===== config.mk =====
export PLATFORM = sky130hd
export DESIGN_NAME = gsp_poll_port
export DESIGN_NICKNAME = d
export VERILOG_FILES = /design/src/gsp_pkg.sv /design/src/gsp_poll_port.sv
export VERILOG_INCLUDE_DIRS = /design/src /design/src/src
export SDC_FILE = /design/constraint.sdc
export NUM_CORES = 1
export LEC_CHECK = 0
export BUFFER_PORTS_ARGS = -buffer_cell sky130_fd_sc_hd__buf_4
export CAP_MARGIN = 10
export CORE_MARGIN = 5
export CORE_UTILIZATION = 50
export CTS_BUF_LIST = sky130_fd_sc_hd__clkbuf_8
export CTS_CLUSTER_SIZE = 16
export DETAILED_ROUTE_END_ITERATION = 12
export HOLD_SLACK_MARGIN = 0.06
export PLACE_DENSITY_LB_ADDON = 0.3
export SYNTH_ARGS = -nofsm -noshare
export SYNTH_HDL_FRONTEND = slang
export SYNTH_SLANG_ARGS = --single-unit

===== constraint.sdc =====
create_clock -name clk -period 3 [get_ports clk]
set_input_delay 0.6 -clock clk [delete_from_list [all_inputs] [get_ports clk]]
set_output_delay 0.6 -clock clk [all_outputs]
set_load 0.1 [all_outputs]

===== src/gsp_params.svh =====
`ifndef GSP_PARAMS_SVH
`define GSP_PARAMS_SVH
`define GSP_NUM_OUTPUTS      4
`define GSP_ADDR_MAX         5'h1E
`define GSP_PP_DEFAULT_LIMIT 5'h07
`define GSP_RQS_BIT          6
`define GSP_CH_SPACE         8'h20
`define GSP_CH_COMMA         8'h2C
`define GSP_CH_LF            8'h0A
`define GSP_CH_CR            8'h0D
`define GSP_CH_SEMI          8'h3B
`define GSP_CH_LOW_A         8'h61
`define GSP_CH_LOW_Z         8'h7A
`define GSP_CASE_BIT         8'h20
`endif


===== src/gsp_pkg.sv =====
package gsp_pkg;
    typedef enum logic [1:0] {
        GSP_CH_OTHER,
        GSP_CH_SEP,
        GSP_CH_TERM
    } gsp_char_kind_type;

    typedef enum logic [1:0] {
        GSP_TX_IDLE,
        GSP_TX_CR,
        GSP_TX_LF
    } gsp_tx_state_type;

    typedef struct packed {
        logic       valid;
        logic [7:0] data;
    } gsp_byte_type;

    typedef struct packed {
        logic       configured;
        logic       sense;
        logic [2:0] line;
    } gsp_ppconf_type;
endpackage


===== src/gsp_poll_port.sv =====
// Contract
// - support SH1 AH1 T6 L4 SR1 RL1 PP1 DC1
// - request service on fault, error, power-on
// - request holds until serial poll clears it
// - clear-supply command withdraws pending request
// - remote blocks panel keys except local key
// - local key refused while remote commands accepted; code refuses it while cmd_busy or in lockout
// - lockout from bus blocks all panel programming
// - remote/local change keeps programmed settings
// - parallel poll presents status bit six
// - parallel poll leaves request bit intact
// - default poll line equals address, 0-7
// - configured poll uses given sense and line
// - serial poll drives eight-bit status byte
// - device clear acts like clear-supply command
// - address 0 to 30, else range error
// - power-on request when enabled, poll clears
// - address and power-on enable kept non-volatile
// - header letters case-insensitive
// - space/comma separate, LF/semicolon terminate
// - addressed indicator when listener or talker
// - responses end CR then LF with EOI
// - commands execute in arrival order
`timescale 1ns/1ps
`include "gsp_params.svh"
module gsp_poll_port #(
    parameter int NOUT = `GSP_NUM_OUTPUTS
) (
    // clock and reset
    input  wire logic                  clk,
    input  wire logic                  rst,
    // request causes, from pins
    input  wire logic [NOUT-1:0]       fault_in,
    input  wire logic                  prog_error,
    input  wire logic                  power_up_event,
    // bus state messages, from the bus transceiver
    input  wire logic                  listen_addressed,
    input  wire logic                  talk_addressed,
    input  wire logic                  remote_enable,
    input  wire logic                  local_lockout_msg,
    input  wire logic                  go_to_local_msg,
    input  wire logic                  serial_poll_done,
    input  wire logic                  serial_poll_active,
    input  wire logic                  parallel_poll_active,
    input  wire logic                  device_clear_msg,
    input  wire gsp_pkg::gsp_ppconf_type pp_conf,
    // command path
    input  wire logic                  clear_supply_command,
    input  wire logic                  cmd_busy,
    input  wire gsp_pkg::gsp_byte_type rx_byte,
    input  wire logic                  resp_end,
    // settings store
    input  wire logic                  addr_wr,
    input  wire logic [4:0]            addr_wr_data,
    input  wire logic                  pon_wr,
    input  wire logic                  pon_wr_data,
    input  wire logic [4:0]            nv_addr,
    input  wire logic                  nv_pon,
    input  wire logic                  nv_load,
    // front panel
    input  wire logic                  return_to_front_panel_key,
    input  wire logic                  panel_key,
    // status and poll outputs
    output logic [7:0]                 status_byte,
    output logic [7:0]                 dio_out,
    output logic [7:0]                 dio_oe,
    output logic                       srq_out,
    output logic                       srq_indicator,
    output logic                       addr_indicator,
    output logic                       remote_state,
    output logic                       panel_key_accept,
    output logic                       range_error,
    output logic [4:0]                 bus_address,
    output logic                       power_on_request_enable,
    // lexer, command start and response ending outputs
    output gsp_pkg::gsp_byte_type      lex_byte,
    output gsp_pkg::gsp_char_kind_type lex_kind,
    output logic                       cmd_start_ok,
    output gsp_pkg::gsp_byte_type      tx_byte,
    output logic                       tx_eoi
);
    // bit five of the status byte carries the error flag
    if (NOUT < 1 || NOUT > 5) begin : g_nout_check
        $error("NOUT must be 1..5");
    end

    // two-flop synchronisers for pin inputs
    logic [NOUT+1:0] s1_r;
    logic [NOUT+1:0] s2_r;
    always_ff @(posedge clk or posedge rst) begin
        if (rst) begin
            s1_r <= '0;
            s2_r <= '0;
        end else begin
            s1_r <= {power_up_event, prog_error, fault_in};
            s2_r <= s1_r;
        end
    end
    logic [NOUT-1:0] fault_s;
    logic            err_s;
    logic            pup_s;
    logic [NOUT-1:0] fault_q_r;
    logic            err_q_r;
    logic            pup_q_r;
    assign fault_s = s2_r[NOUT-1:0];
    assign err_s   = s2_r[NOUT];
    assign pup_s   = s2_r[NOUT+1];

    // service request state
    logic req_r;
    logic req_nxt;
    logic pon_req_r;
    logic pon_req_nxt;
    logic req_event;
    logic clr_any;
    logic loaded_r;
    assign clr_any = clear_supply_command | device_clear_msg;
    assign req_event = |(fault_s & ~fault_q_r) | (err_s & ~err_q_r)
                     | (pon_req_nxt & ~pon_req_r);

    always_comb begin
        pon_req_nxt = pon_req_r;
        if ((power_on_request_enable && pup_s && !pup_q_r) ||
            (nv_load && !loaded_r && nv_pon))
            pon_req_nxt = 1'b1;
        else if (serial_poll_done || clr_any)
            pon_req_nxt = 1'b0;
        req_nxt = req_r;
        // hold until serial poll or clear, set wins
        if (req_event)
            req_nxt = 1'b1;
        else if (serial_poll_done || clr_any)
            req_nxt = 1'b0;
    end

    always_ff @(posedge clk or posedge rst) begin
        if (rst) begin
            req_r     <= 1'b0;
            pon_req_r <= 1'b0;
            fault_q_r <= '0;
            err_q_r   <= 1'b0;
            pup_q_r   <= 1'b0;
        end else begin
            req_r     <= req_nxt;
            pon_req_r <= pon_req_nxt;
            fault_q_r <= fault_s;
            err_q_r   <= err_s;
            pup_q_r   <= pup_s;
        end
    end

    assign srq_out       = req_r;
    assign srq_indicator = req_r;

    // status byte: causes low, request bit six
    logic [7:0] sb_r;
    logic [7:0] sb_nxt;
    always_comb begin
        sb_nxt = 8'h00;
        sb_nxt[NOUT-1:0] = fault_s;
        sb_nxt[5] = err_s;
        sb_nxt[`GSP_RQS_BIT] = req_nxt;
    end
    always_ff @(posedge clk or posedge rst) begin
        if (rst) sb_r <= 8'h00;
        else     sb_r <= sb_nxt;
    end
    assign status_byte = sb_r;

    // poll data drive
    logic [7:0] dout_r;
    logic [7:0] dout_nxt;
    logic [7:0] doe_r;
    logic [7:0] doe_nxt;
    logic [2:0] pp_line;
    logic       pp_bit;
    logic       pp_en;
    always_comb begin
        dout_nxt = 8'h00;
        doe_nxt  = 8'h00;
        if (pp_conf.configured) begin
            pp_line = pp_conf.line;
            pp_bit  = pp_conf.sense;
            pp_en   = req_r;
        end else begin
            pp_line = bus_address[2:0];
            pp_bit  = 1'b1;
            pp_en   = req_r && (bus_address <= `GSP_PP_DEFAULT_LIMIT);
        end
        if (serial_poll_active && talk_addressed) begin
            dout_nxt = sb_r;
            doe_nxt  = 8'hFF;
        end else if (parallel_poll_active && pp_en) begin
            dout_nxt[pp_line] = pp_bit;
            doe_nxt[pp_line]  = 1'b1;
        end
    end
    always_ff @(posedge clk or posedge rst) begin
        if (rst) begin
            dout_r <= 8'h00;
            doe_r  <= 8'h00;
        end else begin
            dout_r <= dout_nxt;
            doe_r  <= doe_nxt;
        end
    end
    assign dio_out = dout_r;
    assign dio_oe  = doe_r;

    // remote/local and lockout
    logic rem_r;
    logic rem_nxt;
    logic llo_r;
    logic llo_nxt;
    always_comb begin
        rem_nxt = rem_r;
        llo_nxt = llo_r;
        if (local_lockout_msg)
            llo_nxt = 1'b1;
        if (!remote_enable)
            llo_nxt = 1'b0;
        if (listen_addressed && remote_enable)
            rem_nxt = 1'b1;
        else if (go_to_local_msg || !remote_enable)
            rem_nxt = 1'b0;
        // local refused while busy or locked
        else if (return_to_front_panel_key && !cmd_busy && !llo_r)
            rem_nxt = 1'b0;
    end
    always_ff @(posedge clk or posedge rst) begin
        if (rst) begin
            rem_r <= 1'b0;
            llo_r <= 1'b0;
        end else begin
            rem_r <= rem_nxt;
            llo_r <= llo_nxt;
        end
    end
    assign remote_state = rem_r;
    assign panel_key_accept = panel_key && !rem_r && !llo_r;
    // mode change touches no setting store
    assign addr_indicator = listen_addressed | talk_addressed;

    // non-volatile copies of address and power-on enable
    logic [4:0] addr_r;
    logic [4:0] addr_nxt;
    logic       pon_r;
    logic       pon_nxt;
    logic       rerr_r;
    logic       rerr_nxt;
    logic       loaded_nxt;
    always_comb begin
        addr_nxt = addr_r;
        pon_nxt  = pon_r;
        rerr_nxt = 1'b0;
        loaded_nxt = loaded_r | nv_load;
        if (nv_load && !loaded_r) begin
            addr_nxt = nv_addr;
            pon_nxt  = nv_pon;
        end
        if (addr_wr) begin
            if (addr_wr_data <= `GSP_ADDR_MAX)
                addr_nxt = addr_wr_data;
            else
                rerr_nxt = 1'b1;
        end
        if (pon_wr)
            pon_nxt = pon_wr_data;
    end
    always_ff @(posedge clk or posedge rst) begin
        if (rst) begin
            addr_r   <= 5'h00;
            pon_r    <= 1'b0;
            rerr_r   <= 1'b0;
            loaded_r <= 1'b0;
        end else begin
            addr_r   <= addr_nxt;
            pon_r    <= pon_nxt;
            rerr_r   <= rerr_nxt;
            loaded_r <= loaded_nxt;
        end
    end
    assign bus_address             = addr_r;
    assign power_on_request_enable = pon_r;
    assign range_error             = rerr_r;

    // lexer
    gsp_pkg::gsp_byte_type      lb_r;
    gsp_pkg::gsp_byte_type      lb_nxt;
    gsp_pkg::gsp_char_kind_type lk_r;
    gsp_pkg::gsp_char_kind_type lk_nxt;
    always_comb begin
        lb_nxt = rx_byte;
        lk_nxt = gsp_pkg::GSP_CH_OTHER;
        if (rx_byte.data >= `GSP_CH_LOW_A && rx_byte.data <= `GSP_CH_LOW_Z)
            lb_nxt.data = rx_byte.data & ~`GSP_CASE_BIT;
        if (rx_byte.data == `GSP_CH_SPACE || rx_byte.data == `GSP_CH_COMMA)
            lk_nxt = gsp_pkg::GSP_CH_SEP;
        else if (rx_byte.data == `GSP_CH_LF || rx_byte.data == `GSP_CH_SEMI)
            lk_nxt = gsp_pkg::GSP_CH_TERM;
    end
    always_ff @(posedge clk or posedge rst) begin
        if (rst) begin
            lb_r <= '0;
            lk_r <= gsp_pkg::GSP_CH_OTHER;
        end else begin
            lb_r <= lb_nxt;
            lk_r <= lk_nxt;
        end
    end
    assign lex_byte = lb_r;
    assign lex_kind = lk_r;
    assign cmd_start_ok = !cmd_busy;

    // response ending
    gsp_pkg::gsp_tx_state_type tx_r;
    gsp_pkg::gsp_tx_state_type tx_nxt;
    always_comb begin
        case (tx_r)
            gsp_pkg::GSP_TX_IDLE: tx_nxt = resp_end ? gsp_pkg::GSP_TX_CR
                                                    : gsp_pkg::GSP_TX_IDLE;
            gsp_pkg::GSP_TX_CR:   tx_nxt = gsp_pkg::GSP_TX_LF;
            default:              tx_nxt = gsp_pkg::GSP_TX_IDLE;
        endcase
    end
    always_ff @(posedge clk or posedge rst) begin
        if (rst) tx_r <= gsp_pkg::GSP_TX_IDLE;
        else     tx_r <= tx_nxt;
    end
    assign tx_byte.valid = (tx_r != gsp_pkg::GSP_TX_IDLE);
    assign tx_byte.data  = (tx_r == gsp_pkg::GSP_TX_LF) ? `GSP_CH_LF
                                                         : `GSP_CH_CR;
    assign tx_eoi        = (tx_r == gsp_pkg::GSP_TX_LF);

    // handshakes live in transceiver; poll, clear, RL here

    AST_POLL_CLEARS: assert property (@(posedge clk) disable iff (rst)
        serial_poll_done && !req_event |=> !srq_out)
        else $error("poll did not clear request");
    AST_CLR_CLEARS: assert property (@(posedge clk) disable iff (rst)
        clr_any && !req_event |=> !srq_out)
        else $error("clear did not withdraw request");
    AST_FAULT_SETS: assert property (@(posedge clk) disable iff (rst)
        req_event |=> srq_out)
        else $error("event did not raise request");
    AST_PP_KEEPS: assert property (@(posedge clk) disable iff (rst)
        srq_out && parallel_poll_active && !serial_poll_done && !clr_any
        |=> srq_out)
        else $error("parallel poll cleared request");
    AST_RQS_BIT: assert property (@(posedge clk) disable iff (rst)
        status_byte[`GSP_RQS_BIT] == srq_out)
        else $error("status bit six differs from request");
    AST_ADDR_RANGE: assert property (@(posedge clk) disable iff (rst)
        addr_wr && addr_wr_data > `GSP_ADDR_MAX |=> range_error
        && bus_address == $past(bus_address))
        else $error("bad address not refused");
    AST_PANEL_BLOCK: assert property (@(posedge clk) disable iff (rst)
        remote_state |-> !panel_key_accept)
        else $error("panel key accepted in remote");
    AST_CRLF: assert property (@(posedge clk) disable iff (rst)
        resp_end && tx_r == gsp_pkg::GSP_TX_IDLE |=>
        tx_byte.data == `GSP_CH_CR ##1 tx_eoi && tx_byte.data == `GSP_CH_LF)
        else $error("response ending wrong");
    AST_SPOLL_DRIVE: assert property (@(posedge clk) disable iff (rst)
        serial_poll_active && talk_addressed |=> dio_oe == 8'hFF)
        else $error("status byte not driven");

    COV_SPOLL: cover property (@(posedge clk) srq_out ##1 serial_poll_done);
    COV_PPOLL: cover property (@(posedge clk)
        parallel_poll_active && |dio_oe);
    COV_LLO:   cover property (@(posedge clk) llo_r && remote_state);
endmodule


### Yosys cells after proc, flatten, opt, wreduce, memory -nomap -nowiden

Index checks and enable logic that the tools add are counted.

* latch bits: 0
* memories kept: 0
* output and inout port bits: 58
* RAM bits: 0
* memory bits (read-only): 0
* bits of input ports: 51
* bits in registers: 65

* bitwise gates (word level): 12
* $mul: 0
* reduce and logical (&&, ||, !) cells: 30
* magnitude comparators: 6
* equality and inequality tests: 7
* shift-type cells: 0
* multiplexer cells: 31
* divide/modulo/power cells: 0
* add/sub/neg operators: 0

Operators with widths (count)
* $mux W8: 4
* $eq A8 B6 Y1 const B: 3
* $mux W1: 17
* $mux W5: 3
* $logic_and A1 B1 Y1: 14
* $and A8 B8 Y8: 1
* $eq A8 B4 Y1 const B: 1
* $ge A8 B7 Y1 const B: 1
* $le A8 B7 Y1 const B: 1
* $logic_not A1 Y1: 6
* $mux W3: 2
* $mux W6: 1
* $le A5 B3 Y1 const B: 1
* $le A5 B5 Y1 const B: 1
* $logic_or A1 B1 Y1: 5
* $or A1 B1 Y1: 5
* $and A4 B4 Y4: 1
* $lt A3 B4 Y1 const B: 1
* $mux W2: 2
* $not A4 Y4: 1
* $pmux W2 S2: 1
* $reduce_bool A2 Y1: 2
* $reduce_or A4 Y1: 1
* $demux W1 S3: 1
* other kinds (8): 10

### Depth between registers and ports, before layout

Gate-level depths: netlist (run 1).

* word-level depth: 8
* gate-level depth with buffers: 5
* mapped depth without buffers: 3

### Worst setup path after synthesis (run 1)

OpenSTA, ideal clock, no wires.

* path type: register -> output
* start: reg rem_r, in the netlist remote_state
* end: out panel_key_accept
* stages on the path, launching flop included: 2
* slack: -702 ps
* arrival time: 3102 ps
* required time: 2400 ps
* cell sequence: dfrtp_1 nor3b_1

* longest elaborated chain between the ends: 3

RTL lines
* start: declaration: line gsp_poll_port.sv:211 `logic rem_r;`
* start signal: assignment: line gsp_poll_port.sv:235 `rem_r <= rem_nxt;`
* $logic_not A1 Y1: line gsp_poll_port.sv:240 `assign panel_key_accept = panel_key && !rem_r && !llo_r;`
* $logic_and A1 B1 Y1 (2 in series): line gsp_poll_port.sv:240
* end: declaration: line gsp_poll_port.sv:71 `output logic panel_key_accept,`

Every way passes these cells.

### Worst setup path in the final report (run 1)

* start: reg tx_r[0]
* end: out tx_eoi

* longest elaborated chain between the ends: 1

RTL lines
* start: declaration: line gsp_poll_port.sv:316 `gsp_pkg::gsp_tx_state_type tx_r;`
* start signal: assignment: line gsp_poll_port.sv:327 `if (rst) tx_r <= gsp_pkg::GSP_TX_IDLE;`
* start signal: assignment: line gsp_poll_port.sv:328 `else tx_r <= tx_nxt;`
* $eq A2 B2 Y1: line gsp_poll_port.sv:333 `assign tx_eoi = (tx_r == gsp_pkg::GSP_TX_LF);`
* end: declaration: line gsp_poll_port.sv:80 `output logic tx_eoi`

Every way passes these cells.

==> impl_metrics.toml, run 1 <==
[final_layout]
n_antenna_cell = 0
layout_commonest_cell = "sky130_fd_sc_hd__buf_4"
sequential_cell_area_sq_um = 1480
filler_cells_inserted = 313
area.growth.synth_to_final_pct = 40.5
multi_input_area_sq_um = 646
layout_cells_sized_above_1 = 0.432
fin_nets = 335
mostFrequentLayoutCells = "102 x sky130_fd_sc_hd__buf_4, 59 x sky130_fd_sc_hd__dfrtp_1, 11 x sky130_fd_sc_hd__inv_1, 11 x sky130_fd_sc_hd__nand2_1, 10 x sky130_fd_sc_hd__clkbuf_8"

[critical_path]
regToRegEndpoint = "dio_out[6]"
worst_r2r_startpoint = "bus_address[0]"
worst_setup_path_start_kind = "register"
worstSetupStartpoint = "tx_r[0]"
end_kind = "output port"
regToRegSetupSlack_ps = 1440
worst_ep_arrival_time_ps = 1240
logic_depth_of_the_worst_register_to_register_path = 3
cp_max_fo = 3
required_ps = 2400
crit_path_capture = "tx_eoi"
crit_path_class = "reg2out"

[routing]
firstDrtPassIters = 4
met2RoutedLength_microns = 2550
finalWirelength_microns = 4960
vias = 1702
detail-route-antenna-nets = 0
wirelength_met1_microns = 1830
drc = 0
count_of_routing_violations_after_the_opening_detailed_route_iteration = 82
highest-signal-layer = "met4"
vias_per_cell = 5.02
routed_wire_length_per_instance_microns = 14.6
met3_length_microns = 509

[timing]
final_setup_violations = 0
final-hold-violation-count = 0
rsz0062_at_grt = "no"
max_freq_mhz = 543
fin_worst_skew_ps = 4.57
layout_min_cycle_time_ps = 1840
timing.final.max_slew_violations = 0
max-slew-margin-rel = 0.514
timing_worst_slew_pin_value_ps = 724
final_critical_path_setup_slack_ps = 1160
finalSetupTns_ps = 0
layout_worst_path_cycle_share = 0.614

[die]
rows = 24
num_io_pins = 109
die_width_microns = 77.2
initial_core_util = 0.515
design.die.area_sq_um = 5960
die-height_microns = 77.2
design.core.area_sq_um = 4380

[global_route]
globalRouteTotalUtil = 0.176
number_of_global_route_vias_before_repair = 1751
wire_length_of_the_first_global_routing_pass_microns = 8340
grt_max_degree = 60
grt_antenna_before_repair = 0
grt_remaining_overflow = 0

[power_and_ir_drop]
power_density_nw_per_um2 = 676
internal-power_w = 0.00137
share_clk_of_total_power = 0.307
worst_ir_drop_vdd_mv = 0.416
p_comb_frac = 0.288
flop_pwr_share = 0.405
leakagePower_nw = 1.58
power_switching_w = 0.000779
switching_share = 0.363

[clock_network]
clkLatencyLatePin_ps = 320
clock_tree.root_cell = "sky130_fd_sc_hd__clkbuf_8"
cts_hold_buf = 0
post_cts_buffers = 0
tritoncts = "yes"
cts-buffers-inserted = 9
post_cts_resized = 0
cts.sink_count = 59
max-clock-path-buffers = 2
worst_setup_hold_path_clk_slew_ps = 60
h-tree-depth = 3

[synth]
dominantRegCellSynth = "sky130_fd_sc_hd__dfrtp_1"
synth_mux_area_frac = 0.0332
yosysWarnings = 0
post_synth_xor_area_fraction = 0.00388
synth_compound_area_frac = 0.116
yosys_register_bits = 59
syn_area_per_cell_sq_um = 12.4
sequential_cell_area_fraction_in_the_yosys_report = 0.653
synthSimpleGateAreaFrac = 0.118
synth_edf_count = 0
arithmetic_cell_share_of_the_synthesized_area_counting_full_adders_half_adders_and_majority_gates = 0
synth_cell_type_count = 41
synthArstFlopShare = 1.00
post_synth_inst_count = 182
syn_area_sq_um = 2260
synth_top_family_by_area = "simple AND/OR/NAND/NOR gates"

[run_status]
run_status = "finished clean"

[placement]
pre_cts_ws_ps = 1060
placement.io_buffers = 101
routability_congestion_estimate_from_global_placement = 0.849
dp_hpwl_microns = 3830

[run]
drv.max_cap_violation_count = 0

[worst_hold_path]
worstHoldPathType = "reg2reg"
[final cells by class]
cell class	instances	area share
sequential	59	0.465
timing repair buffer	102	0.241
multi-input combinational	101	0.203
clock buffer	10	0.0433
tap	52	0.0205
clock inverter	4	0.0138
inverter	11	0.0130
[cell families (layout without fill, tap and decap cells)]
kind of cell    count (synthesis)  count (layout)
flops                          59              59
simple gates                   49              49
xor+xnor                        1               1
other cells                     2               7
mux                             7               7
buf+inv                        27             127
compound gates                 37              37
[synth_stat cells (2+ instances only)]
master                      instances  area [sq um]
sky130_fd_sc_hd__o32ai_1            3          26.3
sky130_fd_sc_hd__o21ai_1            8          40.0
sky130_fd_sc_hd__clkbuf_1           2          7.51
sky130_fd_sc_hd__o21a_1             2          15.0
sky130_fd_sc_hd__dfrtp_1           59          1480
sky130_fd_sc_hd__o21ai_0            4          20.0
sky130_fd_sc_hd__a21o_1             2          15.0
sky130_fd_sc_hd__nor2_1             7          26.3
sky130_fd_sc_hd__buf_4             12          90.1
sky130_fd_sc_hd__nand3b_1           2          15.0
sky130_fd_sc_hd__inv_1             11          41.3
sky130_fd_sc_hd__nand4_1            2          12.5
sky130_fd_sc_hd__buf_6              2          22.5
sky130_fd_sc_hd__a2bb2oi_1          3          26.3
sky130_fd_sc_hd__mux2i_1            6          60.1
sky130_fd_sc_hd__nand2_1           11          41.3
sky130_fd_sc_hd__or2_2              2          12.5
sky130_fd_sc_hd__nor3_1             5          25.0
sky130_fd_sc_hd__a21oi_1            8          40.0
sky130_fd_sc_hd__conb_1             2          7.51
sky130_fd_sc_hd__nand2b_1           2          12.5
sky130_fd_sc_hd__nand3_1            3          15.0
sky130_fd_sc_hd__a31oi_1            2          12.5
sky130_fd_sc_hd__nor2b_1            4          25.0
sky130_fd_sc_hd__nor3b_1            2          15.0
[worst min-delay path by stage]
stage            start  endpoint  slack (ps)  depth (start not counted)
6_report       s1_r[1]   s2_r[1]         350                          0
5_1_grt        s1_r[2]   s2_r[2]         360                          0
4_1_cts        s1_r[1]   s2_r[1]         350                          0
3_5_place_dp   s1_r[1]   s2_r[1]         340                          0
3_3_place_gp   s1_r[3]   s2_r[3]         330                          0
2_1_floorplan  s1_r[0]   s2_r[0]         330                          0
[per-layer routing]
layer | global-route usage | vias up
met2 | 0.293 | 76
met3 | 0.0808 | 6
li1 | - | 809
met4 | 0.0584 | 0
met1 | 0.200 | 811
met5 | 0 | -
[registers in the layout, summed over array words and instances, names as in the netlist]
name,flops
lex_byte,9
lex_kind,2
power_on_request_enable,1
pon_req_r,1
status_byte,3
loaded_r,1
llo_r,1
tx_r,2
bus_address,5
dio_oe,8
dio_out,8
s1_r,6
s2_r,6
range_error,1
fault_q_r,3
remote_state,1
pup_q_r,1
[power by group through the flow]
| stage | Combinational, W | Sequential (W) | Clock [W] |
|---|---|---|---|
| global placement | 0.000615 | 0.000882 | 0 |
| finish | 0.000619 | 0.000869 | 0.000658 |
| global route | 0.000646 | 0.000875 | 0.000715 |
| floorplan | 0.000247 | 0.00111 | 0 |
| CTS | 0.000622 | 0.000869 | 0.000681 |
| detailed placement | 0.000622 | 0.000883 | 0 |
[worst max-delay path: stages, from the launching register on]
cell                       delay (ps)
sky130_fd_sc_hd__dfrtp_1          370
sky130_fd_sc_hd__nand2b_1         180
sky130_fd_sc_hd__inv_1             80
sky130_fd_sc_hd__buf_4            290
[metrics by stage]
step	std cells	power [W]	utilization	hold slack, ps	cell area, sq um
after floorplan	187	0.00136	-	331	2280
after global placement	325	0.00150	0.683	333	2990
after detailed placement	325	0.00150	0.683	337	2990
after CTS	339	0.00217	0.724	350	3180
after global routing	339	0.00224	0.724	355	3180
final	339	0.00215	0.724	347	3180
Power figures use the tool's default switching activity.
==> run 2, diff against run 1 <==
--- a/config.mk
+++ b/config.mk
@@ -9,7 +9,7 @@
 export BUFFER_PORTS_ARGS = -buffer_cell sky130_fd_sc_hd__buf_4
 export CAP_MARGIN = 10
 export CORE_MARGIN = 5
-export CORE_UTILIZATION = 50
+export CORE_UTILIZATION = 47
 export CTS_BUF_LIST = sky130_fd_sc_hd__clkbuf_8
 export CTS_CLUSTER_SIZE = 16
 export DETAILED_ROUTE_END_ITERATION = 12
==> constraint.sdc (replaced) <==
create_clock -name clk -period 1.8 [get_ports clk]
set_input_delay 0.36 -clock clk [delete_from_list [all_inputs] [get_ports clk]]
set_output_delay 0.36 -clock clk [all_outputs]
set_load 0.1 [all_outputs]
==> impl_metrics.toml, run 2 (synthesis results as in run 1) <==
[routing]
drc = 0
finalWirelength_microns = 4930
detail-route-antenna-nets = 0
firstDrtPassIters = 4
routed_wire_length_per_instance_microns = 14.2
count_of_routing_violations_after_the_opening_detailed_route_iteration = 139
vias = 1694
vias_per_cell = 4.88

[placement]
dpl_cell_area_sq_um = 3070
dpl.cell_count = 331
placement.io_buffers = 101
dp_hpwl_microns = 3870
pre_cts_ws_ps = 99.0
routability_congestion_estimate_from_global_placement = 0.796

[final_layout]
mostFrequentLayoutCells = "105 x sky130_fd_sc_hd__buf_4, 54 x sky130_fd_sc_hd__dfrtp_1, 13 x sky130_fd_sc_hd__clkbuf_8"
largest_register_ff_count = 9
design_area_sq_um = 3280
layout_cells_sized_above_1 = 0.464
multi_input_area_sq_um = 659
fin_nets = 339
layout_commonest_cell = "sky130_fd_sc_hd__buf_4"
n_antenna_cell = 0
sequential_cell_area_sq_um = 1480
layout.cells.non_filler = 347
filler_cells_inserted = 362
area.growth.synth_to_final_pct = 45.3

[timing]
layout_worst_path_cycle_share = 0.893
final-hold-violation-count = 0
rsz0062_at_grt = "no"
final_critical_path_setup_slack_ps = 192
timing_worst_slew_pin_value_ps = 518
max-slew-margin-rel = 0.651
fin_worst_skew_ps = 8.22
final.hold.worst_slack_ps = 59.4
max_freq_mhz = 622
layout_min_cycle_time_ps = 1610
final_setup_violations = 0
timing.final.max_slew_violations = 0
finalSetupTns_ps = 0

[clock_network]
h-tree-depth = 3
cts_hold_buf = 0
cts-buffers-inserted = 9
worst_setup_hold_path_clk_slew_ps = 60
tritoncts = "yes"
max-clock-path-buffers = 2
clkLatencyLatePin_ps = 320
cts.sink_count = 59
clock_tree.root_cell = "sky130_fd_sc_hd__clkbuf_8"
post_cts_buffers = 0
post_cts_resized = 0

[die]
die_width_microns = 79.3
num_io_pins = 109
initial_core_util = 0.482
design.core.area_sq_um = 4690
rows = 25
design.die.area_sq_um = 6290
die-height_microns = 79.3

[critical_path]
worst_ep_arrival_time_ps = 1250
worst_path_largest_cell_delay_ps = 430
crit_path_class = "reg2out"
path_cells = "or2_1 > buf_4"
end_kind = "output port"
path_buf_inv = 1
required_ps = 1440
worst_setup_path_start_kind = "register"
cp_max_fo = 3
critical-path-slowest-cell = "sky130_fd_sc_hd__dfrtp_1"
path_delay_family = "flip-flops"

[power_and_ir_drop]
worst_ir_drop_vdd_mv = 0.669
power_density_nw_per_um2 = 1140
leakagePower_nw = 1.62

[global_route]
grt_remaining_overflow = 0
grt_antenna_before_repair = 0
wire_length_of_the_first_global_routing_pass_microns = 8240
grt_max_degree = 28
globalRouteTotalUtil = 0.172
number_of_global_route_vias_before_repair = 1759

[run]
drv.max_cap_violation_count = 0

[worst_hold_path]
worstHoldPathType = "in2async"

[run_status]
run_status = "finished clean"
-- run 2: path summary, 6_finish.rpt --
path,startpoint,endpoint,slack [ps],cells after the start
setup reg to reg,bus_address[0],dio_out[6],230,3
setup / recovery,tx_r[1],tx_byte[8],190,2
min in group clk,fault_in[3],s1_r[3],140,1
hold / removal,rst,lex_byte[8],60,2
hold reg to reg,s1_r[2],s2_r[2],350,0
max in group asynchronous,rst,remote_state,1220,3
-- run 2: area by class of cell --
cell class	count	share of cell area
repair buffers	106	0.246
clock inverters	3	0.0114
clock buffers	13	0.0545
inverters	11	0.0149
flip-flops and latches	59	0.452
multi-input cells	101	0.201
well taps	54	0.0206
-- run 2: metrics by stage --
| stage | power (W) | utilization |
|---|---|---|
| final | 0.00374 | 0.700 |
| after global routing | 0.00389 | 0.700 |
| after CTS | 0.00378 | 0.700 |
| after detailed placement | 0.00253 | 0.654 |
| after global placement | 0.00252 | 0.654 |
| after floorplan | 0.00228 | - |
-- run 2: worst register-to-register path, cell delays in order, from the launching register on --
cell	delay, ps
sky130_fd_sc_hd__dfrtp_2	410
sky130_fd_sc_hd__mux2_4	270
sky130_fd_sc_hd__or3b_1	530
sky130_fd_sc_hd__o31ai_2	270
-- run 2: power by group --
| part | switching, W | internal, W | leakage, nW |
|---|---|---|---|
| Combinational | 0.000810 | 0.000239 | 0.784 |
| Sequential | 0.0000466 | 0.00141 | 0.714 |
| Clock | 0.000459 | 0.000781 | 0.118 |
-- run 2: metal layers --
metal / track usage / up-vias / share of wire
met2: 0.279 / 67 / 0.50
met4: 0.0790 / 0 / 0.023
li1: - / 819 / -
met5: 0 / - / 0
met1: 0.208 / 796 / 0.39
met3: 0.0578 / 12 / 0.081
==> run 3, diff against run 2 <==
==> constraint.sdc (replaced) <==
create_clock -name clk -period 1.7 [get_ports clk]
set_input_delay 0.34 -clock clk [delete_from_list [all_inputs] [get_ports clk]]
set_output_delay 0.34 -clock clk [all_outputs]
set_load 0.1 [all_outputs]
==> impl_metrics.toml, run 3 (synthesis results as in run 1) <==
[run_status]
run_status = "finished clean"

[power_and_ir_drop]
p_comb_frac = 0.298
share_clk_of_total_power = 0.290
power_density_nw_per_um2 = 1150
flop_pwr_share = 0.412
leakagePower_nw = 1.61
power_switching_w = 0.00140
switching_share = 0.375
worst_ir_drop_vdd_mv = 0.648
internal-power_w = 0.00233

[final_layout]
fin_nets = 340
largest_register_ff_count = 9
layout.cells.non_filler = 348
multi_input_area_sq_um = 662
mostFrequentLayoutCells = "106 x sky130_fd_sc_hd__buf_4, 54 x sky130_fd_sc_hd__dfrtp_1, 12 x sky130_fd_sc_hd__inv_1"
design_area_sq_um = 3250
area.growth.synth_to_final_pct = 43.9
layout_cells_sized_above_1 = 0.466
sequential_cell_area_sq_um = 1490
n_antenna_cell = 0
layout_commonest_cell = "sky130_fd_sc_hd__buf_4"
filler_cells_inserted = 383

[timing]
layout_worst_path_cycle_share = 0.932
final_setup_violations = 0
max_freq_mhz = 631
finalSetupTns_ps = 0
timing_worst_slew_pin_value_ps = 542
final-hold-violation-count = 0
layout_min_cycle_time_ps = 1590
timing.final.max_slew_violations = 0
max-slew-margin-rel = 0.635
rsz0062_at_grt = "no"
fin_worst_skew_ps = 5.95

[die]
die_width_microns = 79.3
rows = 25
design.core.area_sq_um = 4690
design.die.area_sq_um = 6290
die-height_microns = 79.3
num_io_pins = 109
initial_core_util = 0.482

[critical_path]
required_ps = 1360
regToRegSetupSlack_ps = 170
worst_ep_arrival_time_ps = 1250
cp_max_fo = 3
worst_setup_path_start_kind = "register"
crit_path_class = "reg2out"
end_kind = "output port"

[routing]
routed_wire_length_per_instance_microns = 14.1
drc = 0
finalWirelength_microns = 4910
detail-route-antenna-nets = 0
vias_per_cell = 4.86
firstDrtPassIters = 4
vias = 1691
count_of_routing_violations_after_the_opening_detailed_route_iteration = 43

[global_route]
globalRouteTotalUtil = 0.165
grt_max_degree = 60
global_route.peak_usage_layer = "met2"
wire_length_of_the_first_global_routing_pass_microns = 7870
grt_util_met2 = 0.269
number_of_global_route_vias_before_repair = 1733
globalRouteMet3Util = 0.0590
grt_antenna_before_repair = 0
grtUsageMet1 = 0.189
grt_remaining_overflow = 0

[clock_network]
clkLatencyLatePin_ps = 320
max-clock-path-buffers = 2
cts-buffers-inserted = 9
clock_tree.root_cell = "sky130_fd_sc_hd__clkbuf_8"
cts_hold_buf = 0
h-tree-depth = 3
post_cts_resized = 0
worst_setup_hold_path_clk_slew_ps = 60
post_cts_buffers = 0
cts.sink_count = 59
tritoncts = "yes"

[run]
drv.max_cap_violation_count = 0

[placement]
dpl_cell_area_sq_um = 3080
dpl.cell_count = 332
placement.io_buffers = 101
routability_congestion_estimate_from_global_placement = 0.810
dp_hpwl_microns = 3810

[worst_hold_path]
worstHoldPathType = "in2async"
run 3: cell count changes in the layout (fill, tap and decap cells not counted), sizes merged:
cell    change
bufinv      -1
inv         +1
buf         +1
clkinv      +2
clkbuf      -2
run 3: critical path, stage by stage (launching register included):
cell                      delay [ps]
sky130_fd_sc_hd__dfrtp_2         430
sky130_fd_sc_hd__nor3b_4         180
sky130_fd_sc_hd__buf_4           310
run 3: stage by stage:
step                hold slack [ps]   util  setup WS (ps)  total power (W)
floorplan                       331      -           -205          0.00242
global placement                333  0.656           68.1          0.00267
detailed placement              335  0.656           46.3          0.00268
CTS                            91.0  0.693           41.9          0.00377
global route                    105  0.693           62.0          0.00388
finish                         87.3  0.693            115          0.00373
run 3: cell type report:
class                   count  area share
flip-flops and latches     59       0.457
repair buffers            107       0.251
multi-input cells         101       0.204
clock buffers              11      0.0466
well taps                  54      0.0208
inverters                  11      0.0150
clock inverters             5     0.00654
run 3: worst paths after layout:
check	cells past startpoint	from	to
setup / recovery	2	remote_state	panel_key_accept
hold / removal	3	rst	dio_out[1]
setup reg to reg	3	bus_address[0]	dio_out[0]
hold reg to reg	0	s1_r[4]	s2_r[4]
max in group asynchronous	3	rst	bus_address[0]
min in group clk	1	fault_in[2]	s1_r[2]
run 3: power by group through the flow:
stage          combinational, W  sequential (W)  clock (W)
2_1_floorplan          0.000446         0.00197          0
3_3_place_gp            0.00111         0.00156          0
3_5_place_dp            0.00112         0.00156          0
4_1_cts                 0.00112         0.00154    0.00111
5_1_grt                 0.00116         0.00155    0.00117
6_report                0.00111         0.00154    0.00108
run 3: routing by layer:
layer	vias up	routed length, microns
li1	823	-
met1	791	1890
met2	67	2440
met3	10	485
met4	0	95
met5	-	0
